### src/verilog/slr_pkg.sv
// Package for the strap summary and link status register block.
// Assumes a single 100 MHz core clock and a plain register port.
// Operation
// - Bit 15 latches negotiation strap, seeds control bit 12.
// - Bit 14 latches duplex strap, seeds control bit 8.
// - Bits 13:12 latch speed straps, seed speed bits.
// - Bit 10 latches nonstandard strap, seeds aux bit 9.
// - Bit 7 reports MAC clock output strap.
// - Bit 6 latches crossover strap, seeds aux bit 15.
// - Bit 5 latches multi-port strap, seeds bit 10.
// - Bits 4:0 latch station number, seed 0x01 default.
// - Strap bits read-only, change only at reset.
// - Bits 15:12 flag reversed polarity, pairs A to D.
// - Bit 11 set while powered down.
// - Bit 10 reports crossover versus straight mapping.
// - Bit 9 sticky FIFO error, cleared on link loss.
// - Bit 7 reports shallow loopback active.
// - Bit 6 reports deep loopback active.
// - Bit 5 reports nonstandard-only detection.
// - Bits 4:3 report resolved speed, strap default.
// - Bit 2 reports good link.
// - Bit 1 reports full duplex.
// - Bit 0 reports clock master role.
package slr_pkg;

    localparam logic [4:0] SLR_ADDR_STRAP = 5'h10;
    localparam logic [4:0] SLR_ADDR_STATUS = 5'h11;

    // Strap summary field positions.
    localparam int SLR_SS_NEG = 15;
    localparam int SLR_SS_DUPLEX = 14;
    localparam int SLR_SS_SPEED_LO = 12;
    localparam int SLR_SS_NONSTD = 10;
    localparam int SLR_SS_MACCLK = 7;
    localparam int SLR_SS_XOVER = 6;
    localparam int SLR_SS_MULTI = 5;
    localparam int SLR_SS_STATION_LO = 0;

    // Status field positions.
    localparam int SLR_ST_POL_LO = 12;
    localparam int SLR_ST_PWRDN = 11;
    localparam int SLR_ST_XOVER = 10;
    localparam int SLR_ST_FIFO = 9;
    localparam int SLR_ST_SHALLOW = 7;
    localparam int SLR_ST_DEEP = 6;
    localparam int SLR_ST_NONSTD = 5;
    localparam int SLR_ST_SPEED_LO = 3;
    localparam int SLR_ST_LINK = 2;
    localparam int SLR_ST_DUPLEX = 1;
    localparam int SLR_ST_MASTER = 0;

    // Strap reset values; slr_regs never loads them, as the strap register has no reset.
    localparam logic SLR_RST_NEG = 1'h1;
    localparam logic SLR_RST_DUPLEX = 1'h1;
    localparam logic [1:0] SLR_RST_SPEED = 2'h0;
    localparam logic SLR_RST_NONSTD = 1'h0;
    localparam logic SLR_RST_MACCLK = 1'h1;
    localparam logic SLR_RST_XOVER = 1'h1;
    localparam logic SLR_RST_MULTI = 1'h0;
    localparam logic [4:0] SLR_RST_STATION = 5'h01;

    localparam logic [15:0] SLR_RST_STATUS = 16'h0000;

    // Captured strap values.
    typedef struct packed {
        logic negotiation_strap;
        logic duplex;
        logic [1:0] speed;
        logic nonstd;
        logic mac_clk;
        logic auto_crossover_strap;
        logic multi;
        logic [4:0] station_number;
    } slr_straps_t;

    // Live state for the link status register; its fifo_fault field is not reported.
    typedef struct packed {
        logic [3:0] pair_polarity_flags;
        logic power_down;
        logic crossover;
        logic fifo_fault;
        logic link_good;
        logic nonstd_only;
        logic [1:0] speed;
        logic full_duplex;
        logic master;
    } slr_link_t;

endpackage : slr_pkg

### src/verilog/slr_regs.sv
// Strap summary and link/negotiation status registers.
// Assumes the register port and link inputs are synchronous to clk_sys_in.
//
// Implementation choice: the strobed register port.
`timescale 1ns/1ns
module slr_regs (
    // Clock and reset.
    input wire logic clk_sys_in,
    input wire logic arst_n_in,
    // Strap pins.
    input wire slr_pkg::slr_straps_t straps_in,
    // Live link state.
    input wire slr_pkg::slr_link_t link_in,
    input wire logic fifo_event_in,
    input wire logic shallow_loop_sel_in,
    input wire logic deep_loop_sel_in,
    // Register port.
    input wire logic [4:0] reg_addr_in,
    input wire logic [15:0] reg_wdata_in,
    input wire logic reg_wr_in,
    input wire logic reg_rd_in,
    output logic [15:0] reg_rdata_out,
    // Defaults for control registers elsewhere.
    output logic neg_enable_default_out,
    output logic duplex_default_out,
    output logic [1:0] speed_default_out,
    output logic nonstd_default_out,
    output logic mac_clk_enable_out,
    output logic crossover_default_out,
    output logic multi_default_out,
    output logic [4:0] station_number_out
);
    import slr_pkg::*;

    // ************************************************************
    // Reset synchroniser
    // ************************************************************
    logic rst_meta_n;
    logic rst_n;
    always_ff @(posedge clk_sys_in or negedge arst_n_in) begin
        if (!arst_n_in) begin
            rst_meta_n <= 1'b0;
            rst_n <= 1'b0;
        end else begin
            rst_meta_n <= 1'b1;
            rst_n <= rst_meta_n;
        end
    end

    // ************************************************************
    // Strap capture
    // ************************************************************
    // Straps are sampled every clock while reset is held and frozen
    // once it is released; writes never reach them.
    slr_straps_t straps;
    always_ff @(posedge clk_sys_in) begin
        if (!rst_n) begin
            straps <= straps_in;
        end
    end

    logic [15:0] strap_word;
    always_comb begin
        strap_word = 16'h0000;
        strap_word[SLR_SS_NEG] = straps.negotiation_strap;
        strap_word[SLR_SS_DUPLEX] = straps.duplex;
        strap_word[SLR_SS_SPEED_LO +: 2] = straps.speed;
        strap_word[SLR_SS_NONSTD] = straps.nonstd;
        strap_word[SLR_SS_MACCLK] = straps.mac_clk;
        strap_word[SLR_SS_XOVER] = straps.auto_crossover_strap;
        strap_word[SLR_SS_MULTI] = straps.multi;
        strap_word[SLR_SS_STATION_LO +: 5] = straps.station_number;
    end

    assign neg_enable_default_out = straps.negotiation_strap;
    assign duplex_default_out = straps.duplex;
    assign speed_default_out = straps.speed;
    assign nonstd_default_out = straps.nonstd;
    assign mac_clk_enable_out = straps.mac_clk;
    assign crossover_default_out = straps.auto_crossover_strap;
    assign multi_default_out = straps.multi;
    assign station_number_out = straps.station_number;

    // ************************************************************
    // Sticky transmit FIFO error
    // ************************************************************
    // A new error wins over link loss in the same cycle.
    logic fifo_fault;
    always_ff @(posedge clk_sys_in or negedge rst_n) begin
        if (!rst_n) begin
            fifo_fault <= 1'b0;
        end else if (fifo_event_in) begin
            fifo_fault <= 1'b1;
        end else if (!link_in.link_good) begin
            fifo_fault <= 1'b0;
        end
    end

    // ************************************************************
    // Status word
    // ************************************************************
    logic [15:0] status_word;
    always_comb begin
        status_word = 16'h0000;
        status_word[SLR_ST_POL_LO +: 4] = link_in.pair_polarity_flags;
        status_word[SLR_ST_PWRDN] = link_in.power_down;
        status_word[SLR_ST_XOVER] = link_in.crossover;
        status_word[SLR_ST_FIFO] = fifo_fault;
        status_word[SLR_ST_SHALLOW] = shallow_loop_sel_in;
        status_word[SLR_ST_DEEP] = deep_loop_sel_in;
        status_word[SLR_ST_NONSTD] = link_in.nonstd_only;
        status_word[SLR_ST_LINK] = link_in.link_good;
        status_word[SLR_ST_DUPLEX] = link_in.full_duplex;
        status_word[SLR_ST_MASTER] = link_in.master;
        // Until a link resolves a speed, the strapped speed is shown.
        if (link_in.link_good) begin
            status_word[SLR_ST_SPEED_LO +: 2] = link_in.speed;
        end else begin
            status_word[SLR_ST_SPEED_LO +: 2] = straps.speed;
        end
    end

    // ************************************************************
    // Register read port
    // ************************************************************
    // Both registers are read-only; writes and write data are ignored.
    logic unused_wr;
    assign unused_wr = reg_wr_in ^ (^reg_wdata_in);

    always_ff @(posedge clk_sys_in or negedge rst_n) begin
        if (!rst_n) begin
            reg_rdata_out <= SLR_RST_STATUS;
        end else if (reg_rd_in) begin
            if (reg_addr_in == SLR_ADDR_STRAP) begin
                reg_rdata_out <= strap_word;
            end else if (reg_addr_in == SLR_ADDR_STATUS) begin
                reg_rdata_out <= status_word;
            end else begin
                reg_rdata_out <= 16'h0000;
            end
        end else begin
            reg_rdata_out <= 16'h0000;
        end
    end

endmodule : slr_regs

### config.mk
export PLATFORM = sky130hd
export DESIGN_NAME = slr_regs
export DESIGN_NICKNAME = d
export VERILOG_FILES = /design/src/verilog/slr_pkg.sv /design/src/verilog/slr_regs.sv
export SDC_FILE = /design/constraint.sdc
export NUM_CORES = 1
export LEC_CHECK = 0
export BUFFER_PORTS_ARGS = -buffer_cell sky130_fd_sc_hd__buf_4
export CORE_ASPECT_RATIO = 1.1
export CORE_MARGIN = 2
export CORE_UTILIZATION = 41
export DETAILED_ROUTE_END_ITERATION = 6
export HOLD_SLACK_MARGIN = 0.12
export PLACE_DENSITY = 0.84
export REMOVE_ABC_BUFFERS = 1
export SLEW_MARGIN = 20
export SYNTH_ARGS = -nofsm -noshare
export SYNTH_HDL_FRONTEND = slang
export SYNTH_SLANG_ARGS = --single-unit
### constraint.sdc
create_clock -name clk_sys_in -period 1.4 [get_ports clk_sys_in]
set_clock_uncertainty 0.15 [all_clocks]
set_input_delay 0.07 -clock clk_sys_in [delete_from_list [all_inputs] [get_ports clk_sys_in]]
set_output_delay 0.07 -clock clk_sys_in [all_outputs]
set_load 0.005 [all_outputs]
==> summary.md, run 1 <==
| Metric | Value |
|---|---|
| Status | finished clean |
| Gr ovfl total | 0 |
| Starting Density | 43.3% |
| Port Buffers | 63 |
| Setup crit end kind | flop |
| Diode count | 0 |
| Avg Cell Area, Syn | 18.8 um^2 |
| Worst path arrival time | around 1500 ps |
| Post-route DRC | 0 |
| CTS tree | done |
| Worst-skew pair later-pin latency | slightly above 300 ps |
| Max cap viols | 0 |
| Register area share after synthesis | 77.1% |
| Chip height | 58.1 um |
| CORE AREA | 2520 um^2 |
| Compound-gate portion of the synthesized area | 11.1% |
| Main combinational cell family by area after synthesis | compound AO/OA/AOI/OAI gates |
| Type of origin of the critical path | input pin |
| Synthesized flop and latch total | 31 |
| Area growth syn-to-layout | 87.3% |
| DRT iter0 DRCs | 19 |
| Clock Pin Slew Worst Setup and Hold Paths | 100 ps |
| Pleak | 1.00 nW |
| Root buffer selected by CTS | clkbuf_4 |
| Distinct cell type count after synthesis | 13 |
| # IOs | 83 |
| TritonCTS Buffers | 5 |
| Dpl cell area | 1600 um^2 |
| Via density per instance | 4.96 |
| Fillers | 125 |
| Vias in the first global route | 1026 |
| Final setup viols | 0 |
| Final nets | 220 |
| Cells after synthesis | 58 |
| DP Wirelength | 1990 um |
| Peak supply drop | 0.929 mV |
| Routed wire length | 3770 um |
| Initial antenna violation count | 0 |
| Max Clk Rate | 737 MHz |
| Worst hold path class | reg2reg |
| Final instance area | around 2000 um^2 |
| Die X | around 53 um |
| Per-cell routed wire length | 19.2 um |
| Final min period | between 1000 and 1500 ps |
| Final Max Tran Viols | 0 |
| CP Class | in2reg |
| Post-DRT Antenna Nets | 0 |
| CTS Buffer Depth | 2 |
| Fin crit share | 97.0% |
| Worst EP required | 1500 ps |
| First-pass GRT wire length | 5620 um |
| Final hold viol count | 0 |
| Synth Area in Adders | 0% |
| Largest net degree at the start of global routing | 17 |
| Warnings, synthesis | 0 |
| Via count | 977 |
| Routability cong. | 0.685 |
| Power Density | around 850 nW/um^2 |
| Synth Area in Simple Gates | around 6.3% |
| Crit-path max FO | 7 |
| Full die area | 3090 um^2 |
| Clk sink count | 31 |
| Proportion of synthesized area in mux cells | 2.06% |
| H-tree levels | 2 |
| # rows | 19 |
| Post-Synth XOR/XNOR Area | 0% |
| All-Layer GR Usage | 27.1% |
| Mapped cell area | 1090 um^2 |
| Layout cells sized above 1 | between 40% and 50% |
| Hold Slack | 222 ps |
| Detailed Routing Iterations Pass 1 | 4 |
==> worst max-delay path: stages <==
cell	delay, ps
dlygate4sd3_1	540
buf_4	160
nor4b_4	340
buf_6	190
a22o_1	160
==> Yosys cell counts <==
master    instances  area [um^2]
nor4_2            1         12.5
and2_1            2         12.5
conb_1            2         7.51
inv_1             1         3.75
buf_4             2         15.0
a21o_1            1         7.51
edfxtp_1         13          390
a22o_1           13          114
nand3b_4          1         20.0
nor4b_4           1         23.8
dfrtp_1          18          450
buf_6             1         11.3
mux2_2            2         22.5
==> area by class of cell <==
cell class                 count  area [um^2]  area share, %
timing repair buffer         104          886           43.4
clock buffer                   7         45.0           2.20
tap                           31         38.8           1.90
sequential                    31          841           41.2
inverter                       1         3.75          0.184
multi-input combinational     23          229           11.2
==> final timing paths <==
path / slack, ps / cells past startpoint / start / to
worst min-delay path: 220 / 0 / rst_meta_n / rst_n
worst min register to register: 220 / 0 / rst_meta_n / rst_n
worst max register to register: 130 / 1 / rst_n / mac_clk_enable_out
worst max-delay path: 40 / 5 / reg_addr_in[3] / reg_rdata_out[3]
min in group asynchronous: 460 / 3 / arst_n_in / rst_n
max in group asynchronous: 310 / 2 / rst_n / reg_rdata_out[6]
==> flip-flops by register name, summed over array words and instances (netlist names) <==
register,flops
reg_rdata_out,15
station_number_out,5
speed_default_out,2
crossover_default_out,1
duplex_default_out,1
fifo_fault,1
mac_clk_enable_out,1
multi_default_out,1
neg_enable_default_out,1
nonstd_default_out,1
rst_meta_n,1
rst_n,1
==> stage by stage <==
stage	cells	setup WS [ps]	setup TNS, ps	total power [mW]	utilization, %
floorplan	55	-51.6	-671	1.05	-
global placement	152	185	0	1.17	63.5
detailed placement	152	153	0	1.18	63.5
CTS	196	8.94	0	1.71	79.9
global route	197	-0.620	-0.620	1.79	81.1
finish	197	42.5	0	1.73	81.1
==> report_power, final <==
part	internal (mW)	leakage (nW)	total [mW]	switching [mW]
Sequential	0.982	0.370	1.00	0.0203
Clock	0.189	0.0254	0.473	0.284
Combinational	0.170	0.608	0.255	0.0850
==> metal layers <==
metal,wire length (um),track usage [%]
met5,0,0
met4,80,12.8
met3,308,6.70
met2,1880,42.1
met1,1500,35.6
==> logic make-up after synthesis <==
| family | Yosys count |
|---|---|
| DFF | 31 |
| and+or+nand+nor | 5 |
| muxes | 2 |
| AOI/OAI and AO/OA | 14 |
| other | 2 |
| buffers and inverters | 4 |
==> timing repair <==
action | in CTS | in global routing
endpoints found under the hold margin | 47 | 1
hold buffers | 37 | 1
endpoints found under the setup margin | 0 | 16
buffers inserted | 0 | 2
resized for setup | 0 | 10
==> layout by cell type (no fill, tap or decap) <==
master	count
clkbuf_1	2
edfxtp_1	13
dfrtp_1	18
dlygate4sd3_1	35
conb_1	2
inv_1	1
and2_1	2
nor4_4	1
clkbuf_4	5
a22o_1	13
buf_6	2
nor4b_4	1
a21o_1	1
buf_4	65
nand3b_4	1
dlymetal6s4s_1	2
mux2_2	2
(Power assumes the default switching activity.)
==> run 2, diff against run 1 <==
clock period = 1.6 ns   (was 1.4 ns; I/O delays follow)
==> summary.md, run 2 (same netlist as run 1, synthesis figures left out) <==
| Metric | Value |
|---|---|
| Status | finished clean |
| Worst-path cell chain | dlygate4sd3_1 > buf_4 > a21o_1 > dlygate4sd3_1 |
| FF+latch area | 841 um^2 |
| Routability cong. | between 0.6 and 0.7 |
| CTS tree | done |
| Worst path arrival time | 1500 ps |
| Reg2reg path depth | 2 |
| Initial antenna violation count | 0 |
| Max Clk Rate | 693 MHz |
| # rows | 19 |
| Clk sink count | 31 |
| Crit path depth | 4 |
| TritonCTS Buffers | 5 |
| Final nets | 214 |
| Vias in the first global route | 966 |
| Multi-input gate area in the final layout | 220 um^2 |
| Slew margin rel. | 66.0% |
| Commonest cells after routing, fill and taps aside | buf_4, dlygate4sd3_1, dfrtp_1 |
| Full die area | just over 3000 um^2 |
| Root buffer selected by CTS | clkbuf_4 |
| All-Layer GR Usage | between 20% and 30% |
| Final setup viols | 0 |
| Slowest cell on the critical path | dlygate4sd3_1 |
| Starting Density | 43.3% |
| Setup crit end kind | flop |
| Type of origin of the critical path | input pin |
| Area growth syn-to-layout | 82.2% |
| Peak supply drop | 0.663 mV |
| CP Class | in2reg |
| Max cap viols | 0 |
| Power Density | around 800 nW/um^2 |
| Die X | 53.2 um |
| Register name with the most flops | reg_rdata_out |
| Crit path max-delay family | buffers and inverters |
| Clock Pin Slew Worst Setup and Hold Paths | around 90 ps |
| RSZ-0062 raised after global routing | false |
| CORE AREA | around 2500 um^2 |
| Final min period | 1440 ps |
| Routed wire length | about 3300 um |
| Per-cell routed wire length | 17.1 um |
| # IOs | 83 |
| Via count | 930 |
| CP most frequent cell | dlygate4sd3_1 |
| Layout cells sized above 1 | 48.4% |
| Via density per instance | 4.84 |
| Buffer and inverter count on the worst path | 3 |
| Worst-skew pair later-pin latency | approximately 310 ps |
| Port Buffers | 63 |
| Final Max Tran Viols | 0 |
| Post-cts sizing count | 0 |
| Diode count | 0 |
| Pleak | 0.967 nW |
| Fillers | approximately 130 |
| Measured slew at the worst slew-check pin | between 500 and 600 ps |
| Detailed Routing Iterations Pass 1 | 4 |
| H-tree levels | 2 |
| Worst hold path class | in2reg |
| Max FFs per register | 15 |
| Gr ovfl total | 0 |
| Largest net degree at the start of global routing | 17 |
| Worst EP required | 1660 ps |
| Chip height | 58.1 um |
| Setup TNS | 0 ps |
| CTS Buffer Depth | 2 |
| DRT iter0 DRCs | 16 |
| Post-route DRC | 0 |
| Final hold viol count | 0 |
| Slowest cell delay on critical path | 550 ps |
| Most common cell after layout, fill and taps aside | buf_4 |
| Fin crit share | between 90% and 100% |
| First-pass GRT wire length | between 4000 and 5000 um |
| Crit-path max FO | 4 |
| Post-DRT Antenna Nets | 0 |
| Hold Path Depth | 4 |
| Hold Slack | 138 ps |
==> run 2: report_power, final <==
group / internal [mW] / switching, mW / leakage, nW
registers: 0.859 / 0.0170 / 0.370
logic: 0.143 / 0.0687 / 0.558
clock network: 0.258 / 0.241 / 0.0386
==> run 2: final timing paths <==
kind / slack, ps / startpoint / endpoint
worst max-delay path: 160 / link_in[5] / fifo_fault
worst min-delay path: 140 / reg_addr_in[2] / reg_rdata_out[9]
worst max register to register: 230 / fifo_fault / fifo_fault
worst min register to register: 230 / rst_meta_n / rst_n
max in group asynchronous: 460 / rst_n / reg_rdata_out[10]
min in group asynchronous: 490 / arst_n_in / rst_meta_n
==> run 2: final cells by class <==
cell class              instances  share of cell area, %
well taps                      31                   1.95
clock buffers                   8                   3.46
inverters                       1                  0.189
flip-flops and latches         31                   42.3
repair buffers                 98                   41.0
multi-input cells              23                   11.1
==> run 2: per-layer routing <==
layer	track usage [%]	share of wire (%)	wire, um
met1	28.7	42	1360
met2	37.1	51	1660
met3	5.67	6.8	224
met4	8.79	0.95	31
met5	0	0	0
==> run 2: worst reg2reg max path, cell delays in order, from the launching register on <==
cell and delay (ps):
dfrtp_1 400, a21o_1 160, dlygate4sd3_1 550
==> run 2: repair_timing <==
action                                 4_1_cts  5_1_grt
endpoints found under the hold margin       46        0
setup buffers                                0        0
hold buffers                                32        0
==> run 2: metrics by stage <==
step | area, um^2 | cells | worst slack, ps | util, % | total power, mW
final | 1990 | 192 | 157 | 78.9 | 1.59
after global routing | 1990 | 192 | 154 | 78.9 | 1.65
after CTS | 1990 | 192 | 201 | 78.9 | 1.60
after detailed placement | 1600 | 152 | 345 | 63.5 | 1.04
after global placement | 1600 | 152 | 383 | 63.5 | 1.03
after floorplan | 1060 | 55 | 148 | - | 0.916
